`src/common/dpts_defs.svh`:
```
// Timing counts and field positions for the token semaphore port controller.
`ifndef DPTS_DEFS_SVH
`define DPTS_DEFS_SVH

`define DPTS_DATA_W      16
`define DPTS_IDX_W       3
`define DPTS_ADDR_W      14
`define DPTS_NUM_TOKENS  8
`define DPTS_TOKEN_BIT   0
// Strobe low time and select-inactive gap, in ns and in 40 MHz cycles.
`define DPTS_CLK_NS      25
`define DPTS_STROBE_NS   50
`define DPTS_STROBE_CYC  ((`DPTS_STROBE_NS + `DPTS_CLK_NS - 1) / `DPTS_CLK_NS)
`define DPTS_GAP_NS      50
`define DPTS_GAP_CYC     ((`DPTS_GAP_NS + `DPTS_CLK_NS - 1) / `DPTS_CLK_NS)

`endif

```
`src/common/dpts_pkg.sv`:
```
// Types for the token semaphore port controller.
package dpts_pkg;
  typedef enum logic [1:0] {
    DPTS_OP_REQUEST,
    DPTS_OP_RELEASE,
    DPTS_OP_POLL,
    DPTS_OP_INIT
  } dpts_op_t;

  typedef enum logic [2:0] {
    DPTS_IDLE,
    DPTS_WRITE,
    DPTS_READ,
    DPTS_GAP,
    DPTS_DONE
  } dpts_state_t;
endpackage

```
`src/rtl/dpts_host.sv`:
```
// Host-side controller that drives one port of the token semaphore space.
`include "dpts_defs.svh"

module dpts_host
  import dpts_pkg::*;
(
  // Clock and reset
  input  wire logic                        mclk_i,
  input  wire logic                        rst_b_i,
  // Command port
  input  wire logic                        cmd_valid_i,
  output logic                             cmd_ready_o,
  input  wire dpts_pkg::dpts_op_t          cmd_op_i,
  input  wire logic [`DPTS_IDX_W-1:0]      cmd_index_i,
  output logic                             rsp_valid_o,
  output logic                             rsp_owned_o,
  output logic                             rsp_error_o,
  // Device port pins
  output logic                             array_select_n_o,
  output logic                             flag_space_select_n_o,
  output logic                             write_n_o,
  output logic                             read_drive_n_o,
  output logic [`DPTS_ADDR_W-1:0]          addr_o,
  output logic [`DPTS_DATA_W-1:0]          data_o,
  output logic                             data_oe_o,
  input  wire logic [`DPTS_DATA_W-1:0]     data_i
);
  import dpts_pkg::*;

  // ****************************************************************
  // Input synchroniser
  // ****************************************************************
  // The device is clockless, so its read data is an asynchronous input.
  logic [`DPTS_DATA_W-1:0] data_s1_q;
  logic [`DPTS_DATA_W-1:0] data_s2_q;

  always_ff @(posedge mclk_i or negedge rst_b_i) begin
    if (!rst_b_i) begin
      data_s1_q <= '0;
      data_s2_q <= '0;
    end else begin
      data_s1_q <= data_i;
      data_s2_q <= data_s1_q;
    end
  end

  // ****************************************************************
  // Sequencer
  // ****************************************************************
  dpts_state_t              state_q;
  dpts_state_t              state_d;
  dpts_op_t                 op_q;
  logic [`DPTS_IDX_W-1:0]   idx_q;
  logic [2:0]               cnt_q;
  logic                     wval_q;
  logic                     owned_q;
  logic                     err_q;

  localparam logic [2:0] STROBE_CYC = 3'(`DPTS_STROBE_CYC);
  localparam logic [2:0] GAP_CYC    = 3'(`DPTS_GAP_CYC);
  // The read stays open a further two cycles so the synchroniser settles.
  localparam logic [2:0] READ_CYC   = 3'(`DPTS_STROBE_CYC + 2);

  // A flag read is valid only when every data bit agrees.
  function automatic logic all_same(input logic [`DPTS_DATA_W-1:0] v);
    return (&v) | ~(|v);
  endfunction

  wire  take_cmd  = cmd_valid_i && (state_q == DPTS_IDLE);
  wire  cnt_done  = (cnt_q == 3'h0);
  wire  is_init   = (op_q == DPTS_OP_INIT);
  wire  init_last = is_init && (idx_q == 3'(`DPTS_NUM_TOKENS - 1));
  // Request writes zero, release and init write one, poll only reads.
  wire  wr_value  = (cmd_op_i != DPTS_OP_REQUEST);
  wire  rd_flag   = data_s2_q[`DPTS_TOKEN_BIT];
  wire  rd_bad    = !all_same(data_s2_q);

  always_comb begin
    state_d = state_q;
    unique case (state_q)
      DPTS_IDLE:  if (cmd_valid_i) state_d = (cmd_op_i == DPTS_OP_POLL) ? DPTS_READ
                                                                        : DPTS_WRITE;
      DPTS_WRITE: if (cnt_done) state_d = is_init ? DPTS_GAP : DPTS_READ;
      DPTS_READ:  if (cnt_done) state_d = DPTS_GAP;
      DPTS_GAP:   if (cnt_done) state_d = (is_init && !init_last) ? DPTS_WRITE : DPTS_DONE;
      DPTS_DONE:  state_d = DPTS_IDLE;
    endcase
  end

  always_ff @(posedge mclk_i or negedge rst_b_i) begin
    if (!rst_b_i) begin
      state_q <= DPTS_IDLE;
      op_q    <= DPTS_OP_POLL;
      idx_q   <= '0;
      cnt_q   <= '0;
      wval_q  <= 1'b1;
      owned_q <= 1'b0;
      err_q   <= 1'b0;
    end else begin
      state_q <= state_d;
      if (take_cmd) begin
        op_q    <= cmd_op_i;
        idx_q   <= (cmd_op_i == DPTS_OP_INIT) ? 3'h0 : cmd_index_i;
        wval_q  <= wr_value;
        cnt_q   <= (cmd_op_i == DPTS_OP_POLL) ? READ_CYC : STROBE_CYC;
        err_q   <= 1'b0;
        owned_q <= 1'b0;
      end else if (state_q != state_d) begin
        cnt_q <= (state_d == DPTS_READ) ? READ_CYC :
                 (state_d == DPTS_GAP)  ? GAP_CYC  : STROBE_CYC;
        // Read result sampled on the last cycle of the open read strobe.
        if (state_q == DPTS_READ) begin
          owned_q <= !rd_flag;
          err_q   <= rd_bad;
        end
        // The sweep stops on the last token so the response still names it.
        if (state_q == DPTS_GAP && is_init && !init_last) idx_q <= idx_q + 3'h1;
      end else if (!cnt_done) begin
        cnt_q <= cnt_q - 3'h1;
      end
    end
  end

  // ****************************************************************
  // Pin drive
  // ****************************************************************
  // Array select is never driven low: this controller only touches tokens.
  wire active = (state_q == DPTS_WRITE) || (state_q == DPTS_READ);

  assign array_select_n_o      = 1'b1;
  assign flag_space_select_n_o = !active;
  assign write_n_o             = (state_q != DPTS_WRITE);
  assign read_drive_n_o        = (state_q != DPTS_READ);
  assign addr_o                = {11'h000, idx_q};
  assign data_o                = {15'h0000, wval_q};
  assign data_oe_o             = (state_q == DPTS_WRITE);
  assign cmd_ready_o           = (state_q == DPTS_IDLE);
  assign rsp_valid_o           = (state_q == DPTS_DONE);
  assign rsp_owned_o           = owned_q;
  assign rsp_error_o           = err_q;

  // ****************************************************************
  // Checks
  // ****************************************************************
  chk_gap_between_reads: assert property (@(posedge mclk_i) disable iff (!rst_b_i)
    $rose(read_drive_n_o) |-> flag_space_select_n_o [*2])
    else $error("Token select not dropped between reads.");
  chk_write_before_read: assert property (@(posedge mclk_i) disable iff (!rst_b_i)
    (take_cmd && cmd_op_i == DPTS_OP_REQUEST) |=> !write_n_o [*3] ##1 !read_drive_n_o)
    else $error("Request did not write before reading.");
  chk_array_held_off: assert property (@(posedge mclk_i) disable iff (!rst_b_i)
    !flag_space_select_n_o |-> array_select_n_o)
    else $error("Array select active during token access.");
  chk_request_data: assert property (@(posedge mclk_i) disable iff (!rst_b_i)
    (!write_n_o && op_q == DPTS_OP_REQUEST) |-> (data_oe_o && data_o == 16'h0000))
    else $error("Request did not write zero.");
  chk_init_sweep: assert property (@(posedge mclk_i) disable iff (!rst_b_i)
    (take_cmd && cmd_op_i == DPTS_OP_INIT) |-> ##[1:60] (rsp_valid_o && idx_q == 3'h7))
    else $error("Init sweep did not cover all tokens.");
  chk_release_data: assert property (@(posedge mclk_i) disable iff (!rst_b_i)
    (!write_n_o && op_q == DPTS_OP_RELEASE) |-> data_o[0])
    else $error("Withdraw did not write one.");

  // ****************************************************************
  // Pin protocol checks
  // ****************************************************************
  // These guard the pin sequence the far side relies on; a short strobe would
  // only show up as a wrong token value several commands later.
  chk_write_length: assert property (@(posedge mclk_i) disable iff (!rst_b_i)
    $fell(write_n_o) |-> !write_n_o [*3])
    else $error("Token write strobe shorter than three cycles.");
  chk_read_length: assert property (@(posedge mclk_i) disable iff (!rst_b_i)
    $fell(read_drive_n_o) |-> !read_drive_n_o [*5])
    else $error("Token read strobe shorter than five cycles.");
  chk_single_strobe: assert property (@(posedge mclk_i) disable iff (!rst_b_i)
    !(!write_n_o && !read_drive_n_o))
    else $error("Write and read strobes active together.");
  // The index must not move while the token select is low.
  chk_index_steady: assert property (@(posedge mclk_i) disable iff (!rst_b_i)
    (!flag_space_select_n_o && !$past(flag_space_select_n_o)) |-> $stable(addr_o))
    else $error("Token index changed during an access.");
  chk_upper_addr: assert property (@(posedge mclk_i) disable iff (!rst_b_i)
    addr_o[`DPTS_ADDR_W-1:`DPTS_IDX_W] == '0)
    else $error("Upper address lines not held at zero.");
  chk_idle_standby: assert property (@(posedge mclk_i) disable iff (!rst_b_i)
    cmd_ready_o |-> (flag_space_select_n_o && array_select_n_o))
    else $error("Port not in standby while idle.");
  chk_rsp_pulse: assert property (@(posedge mclk_i) disable iff (!rst_b_i)
    rsp_valid_o |=> !rsp_valid_o)
    else $error("Response strobe longer than one cycle.");
  chk_init_data: assert property (@(posedge mclk_i) disable iff (!rst_b_i)
    (!write_n_o && is_init) |-> (data_oe_o && data_o == 16'h0001))
    else $error("Init sweep did not write one.");
  // A flag read whose bits disagree is reported, not retried: software decides.
  chk_poll_read_only: assert property (@(posedge mclk_i) disable iff (!rst_b_i)
    (op_q == DPTS_OP_POLL && !cmd_ready_o) |-> write_n_o)
    else $error("Poll issued a token write.");
endmodule // dpts_host

```
`config.mk`:
```
export PLATFORM = sky130hd
export DESIGN_NAME = dpts_host
export DESIGN_NICKNAME = d
export VERILOG_FILES = /design/src/common/dpts_pkg.sv /design/src/rtl/dpts_host.sv
export VERILOG_INCLUDE_DIRS = /design/src /design/src/common
export SDC_FILE = /design/constraint.sdc
export NUM_CORES = 1
export LEC_CHECK = 0
export BUFFER_PORTS_ARGS = -buffer_cell sky130_fd_sc_hd__buf_2
export CAP_MARGIN = 25
export CORE_ASPECT_RATIO = 1.1
export CORE_MARGIN = 8
export CORE_UTILIZATION = 50
export DETAILED_ROUTE_END_ITERATION = 8
export PLACE_DENSITY_LB_ADDON = 0.08
export SETUP_SLACK_MARGIN = 0.02
export SYNTH_ARGS = -nofsm -noshare
export SYNTH_HDL_FRONTEND = slang
export SYNTH_SLANG_ARGS = --single-unit
```
`constraint.sdc`:
```
create_clock -name mclk_i -period 2.2 [get_ports mclk_i]
set_input_delay 0.11 -clock mclk_i [delete_from_list [all_inputs] [get_ports mclk_i]]
set_output_delay 0.11 -clock mclk_i [all_outputs]
set_load 0.02 [all_outputs]
```
* After elaboration in Yosys (flattened, before gate mapping) *
Cells that the tools add are included.

word-level totals
  word-level logic and storage cells = 69
  register bits = 46
  bits of input ports = 24
  output and inout port bits = 39

operators by class
  $add $sub $neg = 2
  mux-type cells = 23
  bitwise gates (word level) = 2
  eq/ne operators = 13
  reduce and logical (&&, ||, !) cells = 20

operators by type and width
  operator                                           number
  2-to-1 mux 3 bit                                   14
  AND reduction 16 bit                               1
  OR reduction 16 bit                                1
  case mux 3 bit (5 select lines)                    1
  == test 3 x 2 -> 1 bit (second input constant)     3
  nonzero test 2 bit                                 4
  2-to-1 mux 1 bit                                   7
  == test 2 bit (second input constant)              3
  == test 3 bit (second input constant)              2
  zero test 3 bit                                    2
  != test 3 x 2 -> 1 bit (second input constant)     2
  logical AND 1 bit                                  5
  zero test 1 bit                                    4
  AND reduction 2 bit                                2
  adder 3 x 1 -> 3 bit (second input constant)       1
  == test 3 x 1 -> 1 bit (second input constant)     1
  != test 3 x 1 -> 1 bit (second input constant)     1
  != test 3 bit                                      1
  subtractor 3 x 1 -> 3 bit (second input constant)  1
  2-to-1 mux 2 bit                                   1
  logical OR 1 bit                                   1
  NOT 1 bit                                          1
  OR 1 bit                                           1

* Logic depth before layout (Yosys ltp) *
Gate-level depths: netlist of run 1.

  depth in word-level cells = 11
  depth in mapped cells = 8
  gate-level depth less buffers = 7

* Least setup slack after synthesis of run 1 *
No wires, ideal clock.

  kind = flip-flop to flip-flop
  start = reg idx_q[0]
  end = reg idx_q[0]
  stages on the path, launching flop included = 7
  buffers on the path = 0
  clock period less this slack = 1.635 ns
  library setup time = 0.066 ns
  slack = 0.565 ns
  required time = 2.134 ns
  arrival time = 1.569 ns
  cells stage by stage = dfrtp_1 ha_1 ha_1 nor2_1 nand2_2 a211oi_2 o32a_1

between the ends
  cells in the longest elaborated chain, start to end = 10
  elaborated cells between the ends (all ways) = 16
  classes of those cells = add/sub (1); eq/ne (2); mux (6); reduce/logical (7)

ends and longest elaborated chain
  element                          line                               text
  start: declaration               dpts_host.sv:53                    logic [`DPTS_IDX_W-1:0] idx_q;
  start signal: assignment         dpts_host.sv:103                   idx_q <= (cmd_op_i == DPTS_OP_INIT) ? 3'h0 : cmd_index_i;
  start signal: assignment         dpts_host.sv:117                   if (state_q == DPTS_GAP && is_init && !init_last) idx_q <= idx_q + 3'h1;
  == test 3 bit                    dpts_host.sv:72                    wire init_last = is_init && (idx_q == 3'(`DPTS_NUM_TOKENS - 1));
  logical AND 1 bit                dpts_host.sv:72
  zero test 1 bit                  dpts_host.sv:85, dpts_host.sv:117
  logical AND 1 bit                dpts_host.sv:85                    DPTS_GAP: if (cnt_done) state_d = (is_init && !init_last) ? DPTS_WRITE : DPTS_DONE;
  2-to-1 mux 3 bit (2 in series)   dpts_host.sv:85
  case mux 3 bit (5 select lines)  dpts_host.sv:80                    unique case (state_q)
  != test 3 bit                    dpts_host.sv:108                   end else if (state_q != state_d) begin
  nonzero test 2 bit (no line)     -
  AND reduction 2 bit (no line)    -

Several ways; a longest one is shown, not always the timed one. The select of a mux whose other input is x is not followed.
A chain may end at the register's enable or synchronous reset.

* Worst setup path after layout of run 1 *
Ends and elaborated chain as after synthesis.

==> results of run 1 <==
sequential cells by signal (all words and copies together), names as in the netlist:
| register | flops |
|---|---|
| cnt_q | 3 |
| state_q | 3 |
| rsp_owned_o | 1 |
| wval_q | 1 |
| data_s1_q | 16 |
| data_s2_q | 16 |
| idx_q | 3 |
| rsp_error_o | 1 |
| op_q | 2 |
metal layers:
layer	global-route usage, %	vias to the layer above	share of wire (%)
met3	5.280	8	6.4
met4	7.356	0	2.3
met5	0	-	0
met2	23.28	48	55
li1	-	661	-
met1	12.16	653	36
layout make-up:
class                      instances  area, sq um  share of cell area, %
multi-input combinational        117        699.4                  28.81
inverter                           7        26.28                  1.082
sequential                        46         1154                  47.53
tap                               52        65.06                  2.680
clock inverter                     2        37.54                  1.546
clock buffer                       6        72.57                  2.990
timing repair buffer              54        372.9                  15.36
cell families after synthesis:
kind of cell	share of synthesized area, %
DFF	56.70
muxes	1.107
buffers and inverters	13.53
AOI/OAI and AO/OA	10.70
and+or+nand+nor	14.27
adders and majority gates	2.460
xor gates and xnor gates	0.8612
other	0.3691
tightest hold or removal path: stages:
cell and delay [ps]:
buf_2 130, nor2_1 80, o21ai_0 90
stage by stage:
step | power, mW | std cells | util (%) | area [sq um]
after detailed placement | 2.300 | 258 | 54.07 | 2127
final | 2.920 | 284 | 61.70 | 2427
after CTS | 2.938 | 283 | 61.20 | 2407
after global routing | 3.134 | 284 | 61.70 | 2427
after global placement | 2.257 | 258 | 54.07 | 2127
after floorplan | 2.067 | 203 | - | 2128
where the power goes:
group | total [mW] | switching [mW] | internal (mW)
combinational | 1.12 | 0.668 | 0.453
sequential | 1.19 | 0.171 | 1.02
clock | 0.611 | 0.272 | 0.339
synth_stat cells (3+ instances only):
cell / count / area [sq um]
ha_1: 4 / 50.05
nand3_1: 5 / 25.02
inv_1: 7 / 26.28
a21oi_1: 4 / 20.02
nand4_1: 5 / 31.28
dfrtp_1: 44 / 1101
nand2_1: 11 / 41.29
buf_4: 31 / 232.7
nor2b_1: 3 / 18.77
nor4_1: 4 / 25.02
o21ai_0: 9 / 45.04
nor2_1: 8 / 30.03
worst min-delay path by stage:
stage	cells past startpoint	slack, ps	to
after floorplan	0	-190	cnt_q[0]
after global placement	1	220	data_s1_q[1]
after detailed placement	1	220	data_s1_q[7]
after CTS	3	90	wval_q
after global routing	2	120	op_q[1]
final	3	110	wval_q
==> flow_summary.json, run 1 <==
{
  "path_common_cell": "ha_1",
  "yosysSeqAreaShare_pct": 56.70,
  "path_class": "flip-flop to flip-flop",
  "ctsLongestPathBuffers": 2,
  "critPathSlowestCell": "dfrtp_1",
  "power_density_mw_per_mm2": 1203,
  "fin_crit_ps": 1716,
  "critPathCapture": "idx_q[0]",
  "nFillCells": 334,
  "root_buffer": "clkbuf_8",
  "hold_buffers": 17,
  "die_w_um": 76.82,
  "drive_gt1_share_pct": 26.29,
  "portBuffers": 35,
  "critPathLaunch": "idx_q[0]",
  "hold_viol": 0,
  "final_cell_mix": "dfrtp_1, buf_2, conb_1, dlygate4sd3_1, nand2_1",
  "fmax_mhz": 582.9,
  "cap_violations": 0,
  "area_growth_pct": 19.31,
  "cts_tree": "built",
  "nets": 259,
  "r2r_cells": 6,
  "holdCritStartpoint": "cmd_op_i[0]",
  "synth_cell_types": 41,
  "rsz0062_at_grt": "no",
  "min_path_type": "input port to flip-flop",
  "dp_worst_setup_slack_ps": 496.9,
  "outcome": "completed",
  "worst_setup_path_end_kind": "flip-flop",
  "setup_violations": 0,
  "routed_wl_mm": 3.919,
  "slowest_delay_ps": 420,
  "layout_setup_ws_ps": 484.3,
  "ys_ff_latch": 46,
  "grt_pass1_wl_mm": 6.789,
  "rows": 24,
  "ant_nets": 0,
  "antenna_cells": 0,
  "final_common_cell": "dfrtp_1",
  "path_depth": 6,
  "grt_antenna_before_repair": 0,
  "netlist_area_sq_mm": 0.002034,
  "vdd_drop_max_v": 0.0005676,
  "grt_max_degree": 47,
  "final.setup.tns_ps": 0,
  "dp_hpwl_mm": 2.888,
  "start_util_pct": 51.72,
  "core_sq_mm": 0.003934,
  "clock-sinks": 46,
  "timing.rr.start": "idx_q[0]",
  "wl_per_cell_um": 13.80,
  "first_global_vias": 1467,
  "clk_pin_slew_ps": 90,
  "dieArea_sq_mm": 0.006368,
  "fin_crit_sh_pct": 77.99,
  "num_vias": 1370,
  "cts_resized": 0,
  "overflow": 0,
  "avgSynthCellArea_sq_um": 11.43,
  "r2r_end": "idx_q[0]",
  "path_cells": "ha_1 > ha_1 > nor2_1 > nand2_2 > a211oi_2 > o32a_1",
  "regToRegSetupSlack_ps": 480,
  "die_h_um": 82.90,
  "syn_inst": 178,
  "cts_buffers": 5,
  "route.detailed.drc": 0,
  "grt_usage_pct": 13.02,
  "cts_setup_buffers": 0,
  "synth-edff-count": 0,
  "skew_ps": 7.617,
  "viasPerCell": 4.824,
  "async_flop_share_pct": 100.0,
  "place_congestion": 0.8322,
  "yosys_warnings": 0,
  "drt_iter0_drc": 90,
  "synth_flop_cell": "dfrtp_1",
  "top_level_ports": 63,
  "dr.pass1.iters": 4,
  "p_leak_nw": 1.121,
  "crit_fanout": 4,
  "hold_slack_ps": 109.9,
  "clk_latency_ps": 300,
  "cp.required_ps": 2440,
  "h-tree-depth": 2,
  "cp_top_family": "compound AO/OA/AOI/OAI gates",
  "path_buf_inv": 0,
  "cp-start-kind": "flip-flop",
  "arrival_ps": 1960,
  "maxSlewViolCount": 0
}
Power figures use the tool's default switching activity.
==> inputs of run 2 (changes only) <==
==> constraint.sdc (replaced) <==
create_clock -name mclk_i -period 1.6 [get_ports mclk_i]
set_input_delay 0.08 -clock mclk_i [delete_from_list [all_inputs] [get_ports mclk_i]]
set_output_delay 0.08 -clock mclk_i [all_outputs]
set_load 0.02 [all_outputs]
==> flow_summary.json, run 2 (synthesis results as in run 1) <==
{
  "outcome": "completed",
  "viasPerCell": 4.855,
  "fmax_mhz": 647.0,
  "dp_worst_setup_slack_ps": -21.44,
  "top_level_ports": 63,
  "fin_crit_ps": 1546,
  "skew_ps": 6.525,
  "grt_usage_pct": 14.23,
  "crit_fanout": 3,
  "p_leak_nw": 1.256,
  "rsz0062_at_grt": "yes",
  "cp_top_family": "compound AO/OA/AOI/OAI gates",
  "route.detailed.drc": 0,
  "die_h_um": 82.90,
  "start_util_pct": 51.72,
  "num_vias": 1471,
  "cts_tree": "built",
  "core_sq_mm": 0.003934,
  "min_path_type": "input port to flip-flop",
  "setup_violations": 0,
  "path_buf_inv": 0,
  "worst_slew_pin_slew_ps": 665.3,
  "nFillCells": 312,
  "relSlewSlack_pct": 55.65,
  "ctsLongestPathBuffers": 2,
  "first_global_vias": 1660,
  "overflow": 0,
  "grt_max_degree": 31,
  "stdcell_count": 303,
  "portBuffers": 35,
  "rows": 24,
  "final_cell_mix": "dfrtp_1, buf_2, conb_1, buf_4, dlygate4sd3_1",
  "dr.pass1.iters": 4,
  "largestRegisters": "data_s1_q x16, data_s2_q x16",
  "h-tree-depth": 2,
  "vdd_drop_max_v": 0.0006980,
  "cap_violations": 0,
  "critPathSlowestCell": "dfrtp_2",
  "fin_crit_sh_pct": 96.60,
  "hold_viol": 0,
  "area_growth_pct": 31.49,
  "die_w_um": 76.82,
  "path_class": "flip-flop to flip-flop",
  "dieArea_sq_mm": 0.006368,
  "cp-start-kind": "flip-flop",
  "clk_latency_ps": 290,
  "grt_pass1_wl_mm": 7.389,
  "final.setup.tns_ps": 0,
  "place_congestion": 0.8384,
  "routed_wl_mm": 4.468,
  "power_density_mw_per_mm2": 1751,
  "maxSlewViolCount": 0,
  "cp.required_ps": 1830,
  "clk_pin_slew_ps": 80,
  "ant_nets": 0,
  "root_buffer": "clkbuf_8",
  "power_mw": 4.685,
  "cts_buffers": 5,
  "antenna_cells": 0,
  "dp.cells": 276,
  "path_cells": "ha_2 > ha_4 > nor2_4 > nand2_4 > a211oi_4 > o32a_1",
  "drt_iter0_drc": 21,
  "dp_hpwl_mm": 3.200,
  "regToRegSetupSlack_ps": 50,
  "slowest_delay_ps": 420,
  "wl_per_cell_um": 14.75,
  "drive_gt1_share_pct": 38.25,
  "layout_setup_ws_ps": 54.39,
  "final_common_cell": "dfrtp_1",
  "worst_setup_path_end_kind": "flip-flop",
  "clock-sinks": 46,
  "nets": 278,
  "grt_antenna_before_repair": 0,
  "arrival_ps": 1780
}
==> run 2: changes by cell type in the layout (fill, tap and decap cells not counted), sizes merged <==
| cell | before | now |
|---|---|---|
| buf | 37 | 56 |
| clkbuf | 6 | 7 |
| clkinvlp | 1 | 0 |
==> run 2: worst min-delay path, stage by stage <==
cell and delay (ps):
buf_2 140, nor2_1 80, o21ai_0 80
==> run 2: repair_timing <==
| action | CTS | global route |
|---|---|---|
| gates resized for setup | 9 | 13 |
| pin swaps | 3 | 8 |
| hold endpoints to repair | 42 | 0 |
| hold buffers | 17 | 0 |
| buffers inserted | 1 | 2 |
| setup endpoints to repair | 6 | 9 |
==> run 2: per-stage QoR <==
step / hold WS (ps) / cell area [sq um] / utilization (%)
3_5_place_dp: 146.8 / 2272 / 57.76
5_1_grt: 116.0 / 2675 / 68.00
6_report: 95.84 / 2675 / 68.00
4_1_cts: 84.15 / 2599 / 66.06
2_1_floorplan: -215.6 / 2138 / -
3_3_place_gp: 135.5 / 2272 / 57.76
==> run 2: layer usage <==
metal	part of all wire [%]	wire length (um)	track usage, %
met1	33	1464	10.93
met4	1.7	74	5.954
met3	5.9	264	5.496
met2	60	2664	29.31
met5	0	0	0
==> run 2: power breakdown <==
part           leakage (nW)  total [mW]  internal (mW)  switching [mW]
Combinational         0.663        2.21           1.02            1.19
Clock                0.0585       0.864          0.509           0.355
Sequential            0.535        1.61           1.41           0.200
==> run 2: worst paths after layout <==
kind / from / end / cells past startpoint
max in group asynchronous: rst_b_i / data_s2_q[5] / 3
min in group asynchronous: rst_b_i / state_q[2] / 2
min reg2reg: data_s1_q[11] / data_s2_q[11] / 0
min: cmd_op_i[0] / wval_q / 3
max: idx_q[0] / idx_q[0] / 6
max reg2reg: idx_q[0] / idx_q[0] / 6
==> run 2: area by class of cell <==
cell class	instances	area (sq um)	share of cell area [%]
Clock buffer	7	86.33	3.227
Clock inverter	1	30.03	1.123
Inverter	7	26.28	0.9822
Multi-Input combinational cell	117	807.0	30.17
Sequential cell	46	1157	43.26
Tap cell	52	65.06	2.432
Timing Repair Buffer	73	503.0	18.80
==> inputs of run 3 (changes only) <==
==> constraint.sdc (replaced) <==
create_clock -name mclk_i -period 1.6 [get_ports mclk_i]
set_input_delay 0.08 -clock mclk_i [delete_from_list [all_inputs] [get_ports mclk_i]]
set_output_delay 0.08 -clock mclk_i [all_outputs]
set_load 0.01 [all_outputs]
==> flow_summary.json, run 3 (synthesis results as in run 1) <==
{
  "dieArea_sq_mm": 0.006368,
  "drive_gt1_share_pct": 40.23,
  "antenna_cells": 0,
  "holdCritStartpoint": "cmd_op_i[0]",
  "maxSlewViolCount": 0,
  "die_w_um": 76.82,
  "largestRegisters": "data_s1_q x16, data_s2_q x16",
  "place_congestion": 0.8846,
  "cp_top_family": "flip-flops",
  "drt_iter0_drc": 155,
  "cts_tree": "built",
  "path_class": "flip-flop to flip-flop",
  "nFillCells": 314,
  "final_common_cell": "dfrtp_1",
  "seq_area_sq_mm": 0.001156,
  "relSlewSlack_pct": 64.51,
  "routed_wl_mm": 4.333,
  "grt_pass1_wl_mm": 6.837,
  "fin_crit_sh_pct": 98.42,
  "min_path_type": "input port to flip-flop",
  "dp_hpwl_mm": 2.940,
  "rsz0062_at_grt": "yes",
  "hold_viol": 0,
  "dr.pass1.iters": 4,
  "nets": 283,
  "core_sq_mm": 0.003934,
  "placed_cell_area_sq_mm": 0.002245,
  "fin_crit_ps": 1575,
  "clock-sinks": 46,
  "arrival_ps": 1770,
  "critPathLaunch": "state_q[0]",
  "grt_max_degree": 47,
  "route.detailed.drc": 0,
  "path_buf_inv": 2,
  "portBuffers": 35,
  "root_buffer": "clkbuf_8",
  "outcome": "completed",
  "die_h_um": 82.90,
  "clk_latency_ps": 300,
  "clk_pin_slew_ps": 90,
  "first_global_vias": 1514,
  "vdd_drop_max_v": 0.0007329,
  "worst_setup_path_end_kind": "flip-flop",
  "wl_per_cell_um": 14.07,
  "start_util_pct": 51.72,
  "critPathSlowestCell": "dfrtp_2",
  "power_density_mw_per_mm2": 1722,
  "path_cells": "buf_12 > nor2_4 > xnor2_2 > nor2_2 > nor2_2 > buf_4 > o21a_1",
  "worst_slew_pin_slew_ps": 532.4,
  "grt_antenna_before_repair": 0,
  "viasPerCell": 4.886,
  "critPathCapture": "cnt_q[1]",
  "path_depth": 7,
  "slowest_delay_ps": 470,
  "area_growth_pct": 33.15,
  "setup_violations": 0,
  "num_vias": 1505,
  "path_common_cell": "nor2_2",
  "cp-start-kind": "flip-flop",
  "crit_fanout": 8,
  "p_leak_nw": 1.277,
  "grt_usage_pct": 13.14,
  "ant_nets": 0,
  "overflow": 0,
  "cts_buffers": 5,
  "r2r_end": "cnt_q[1]",
  "final_util_pct": 68.86,
  "cp.required_ps": 1790,
  "fmax_mhz": 635.0,
  "ctsLongestPathBuffers": 2,
  "design_area_sq_mm": 0.002709,
  "timing.rr.start": "state_q[0]",
  "multi_input_area_sq_um": 800.8,
  "top_level_ports": 63,
  "h-tree-depth": 2,
  "skew_ps": 6.624,
  "cap_violations": 0,
  "regToRegSetupSlack_ps": 30,
  "rows": 24,
  "final_cell_mix": "dfrtp_1, buf_2, conb_1, buf_4, dlygate4sd3_1",
  "r2r_cells": 7
}
-- run 3: changes by cell type in the layout (fill, tap and decap cells not counted), sizes merged --
cell | before | now
buf | 56 | 61
clkbuf | 7 | 5
bufinv | 1 | 0
inv | 7 | 9
clkinv | 0 | 1
-- run 3: cell type report --
cell class | instances | area share [%]
clock buffer | 5 | 2.540
clock inverter | 3 | 0.8314
inverter | 7 | 0.9700
multi-input combinational | 117 | 29.56
sequential | 46 | 42.68
tap | 52 | 2.402
timing repair buffer | 78 | 21.02
-- run 3: tightest hold or removal path, delay by kind of cell --
family | cells | cell delay (ps)
compound gates | 1 | 80
buf+inv | 1 | 130
simple gates | 1 | 80
-- run 3: what timing repair did --
item,in CTS,in global routing
resized for setup,3,24
hold buffers,17,0
setup buffers,0,11
endpoints found under the hold margin,60,0
pin swaps,1,8
gates cloned,0,0
endpoints found under the setup margin,4,10
-- run 3: how the worst min path moves through the flow --
stage / endpoint / slack, ps / cells after the start
after global placement: state_q[2] / 180 / 2
after floorplan: cnt_q[0] / -220 / 0
after CTS: wval_q / 60 / 3
after detailed placement: state_q[2] / 180 / 2
after global routing: wval_q / 70 / 3
final: wval_q / 70 / 3
-- run 3: metal layers --
| metal | track usage [%] | part of all wire, % | wire, um | up-vias |
|---|---|---|---|---|
| li1 | - | - | - | 709 |
| met1 | 12.31 | 35 | 1509 | 719 |
| met2 | 23.43 | 55 | 2385 | 67 |
| met3 | 5.172 | 7.5 | 326 | 10 |
| met4 | 7.706 | 2.6 | 112 | 0 |
| met5 | 0 | 0 | 0 | - |
-- run 3: power breakdown --
part	switching [mW]	internal (mW)	total [mW]	leakage (nW)
Combinational	1.14	1.23	2.37	0.693
Clock	0.391	0.315	0.707	0.0489
Sequential	0.184	1.41	1.59	0.535
-- run 3: metrics by stage --
step | setup slack [ps] | cells | power, mW | setup TNS [ps] | hold slack (ps)
final | 25.23 | 308 | 4.664 | 0 | 65.53
after detailed placement | -61.13 | 272 | 3.307 | -165.4 | 183.4
after CTS | -3.979 | 297 | 4.080 | -6.276 | 55.56
after global routing | -32.12 | 308 | 4.952 | -79.97 | 70.76
after global placement | 28.13 | 272 | 3.235 | 0 | 175.1
after floorplan | 23.54 | 203 | 2.700 | 0 | -215.6
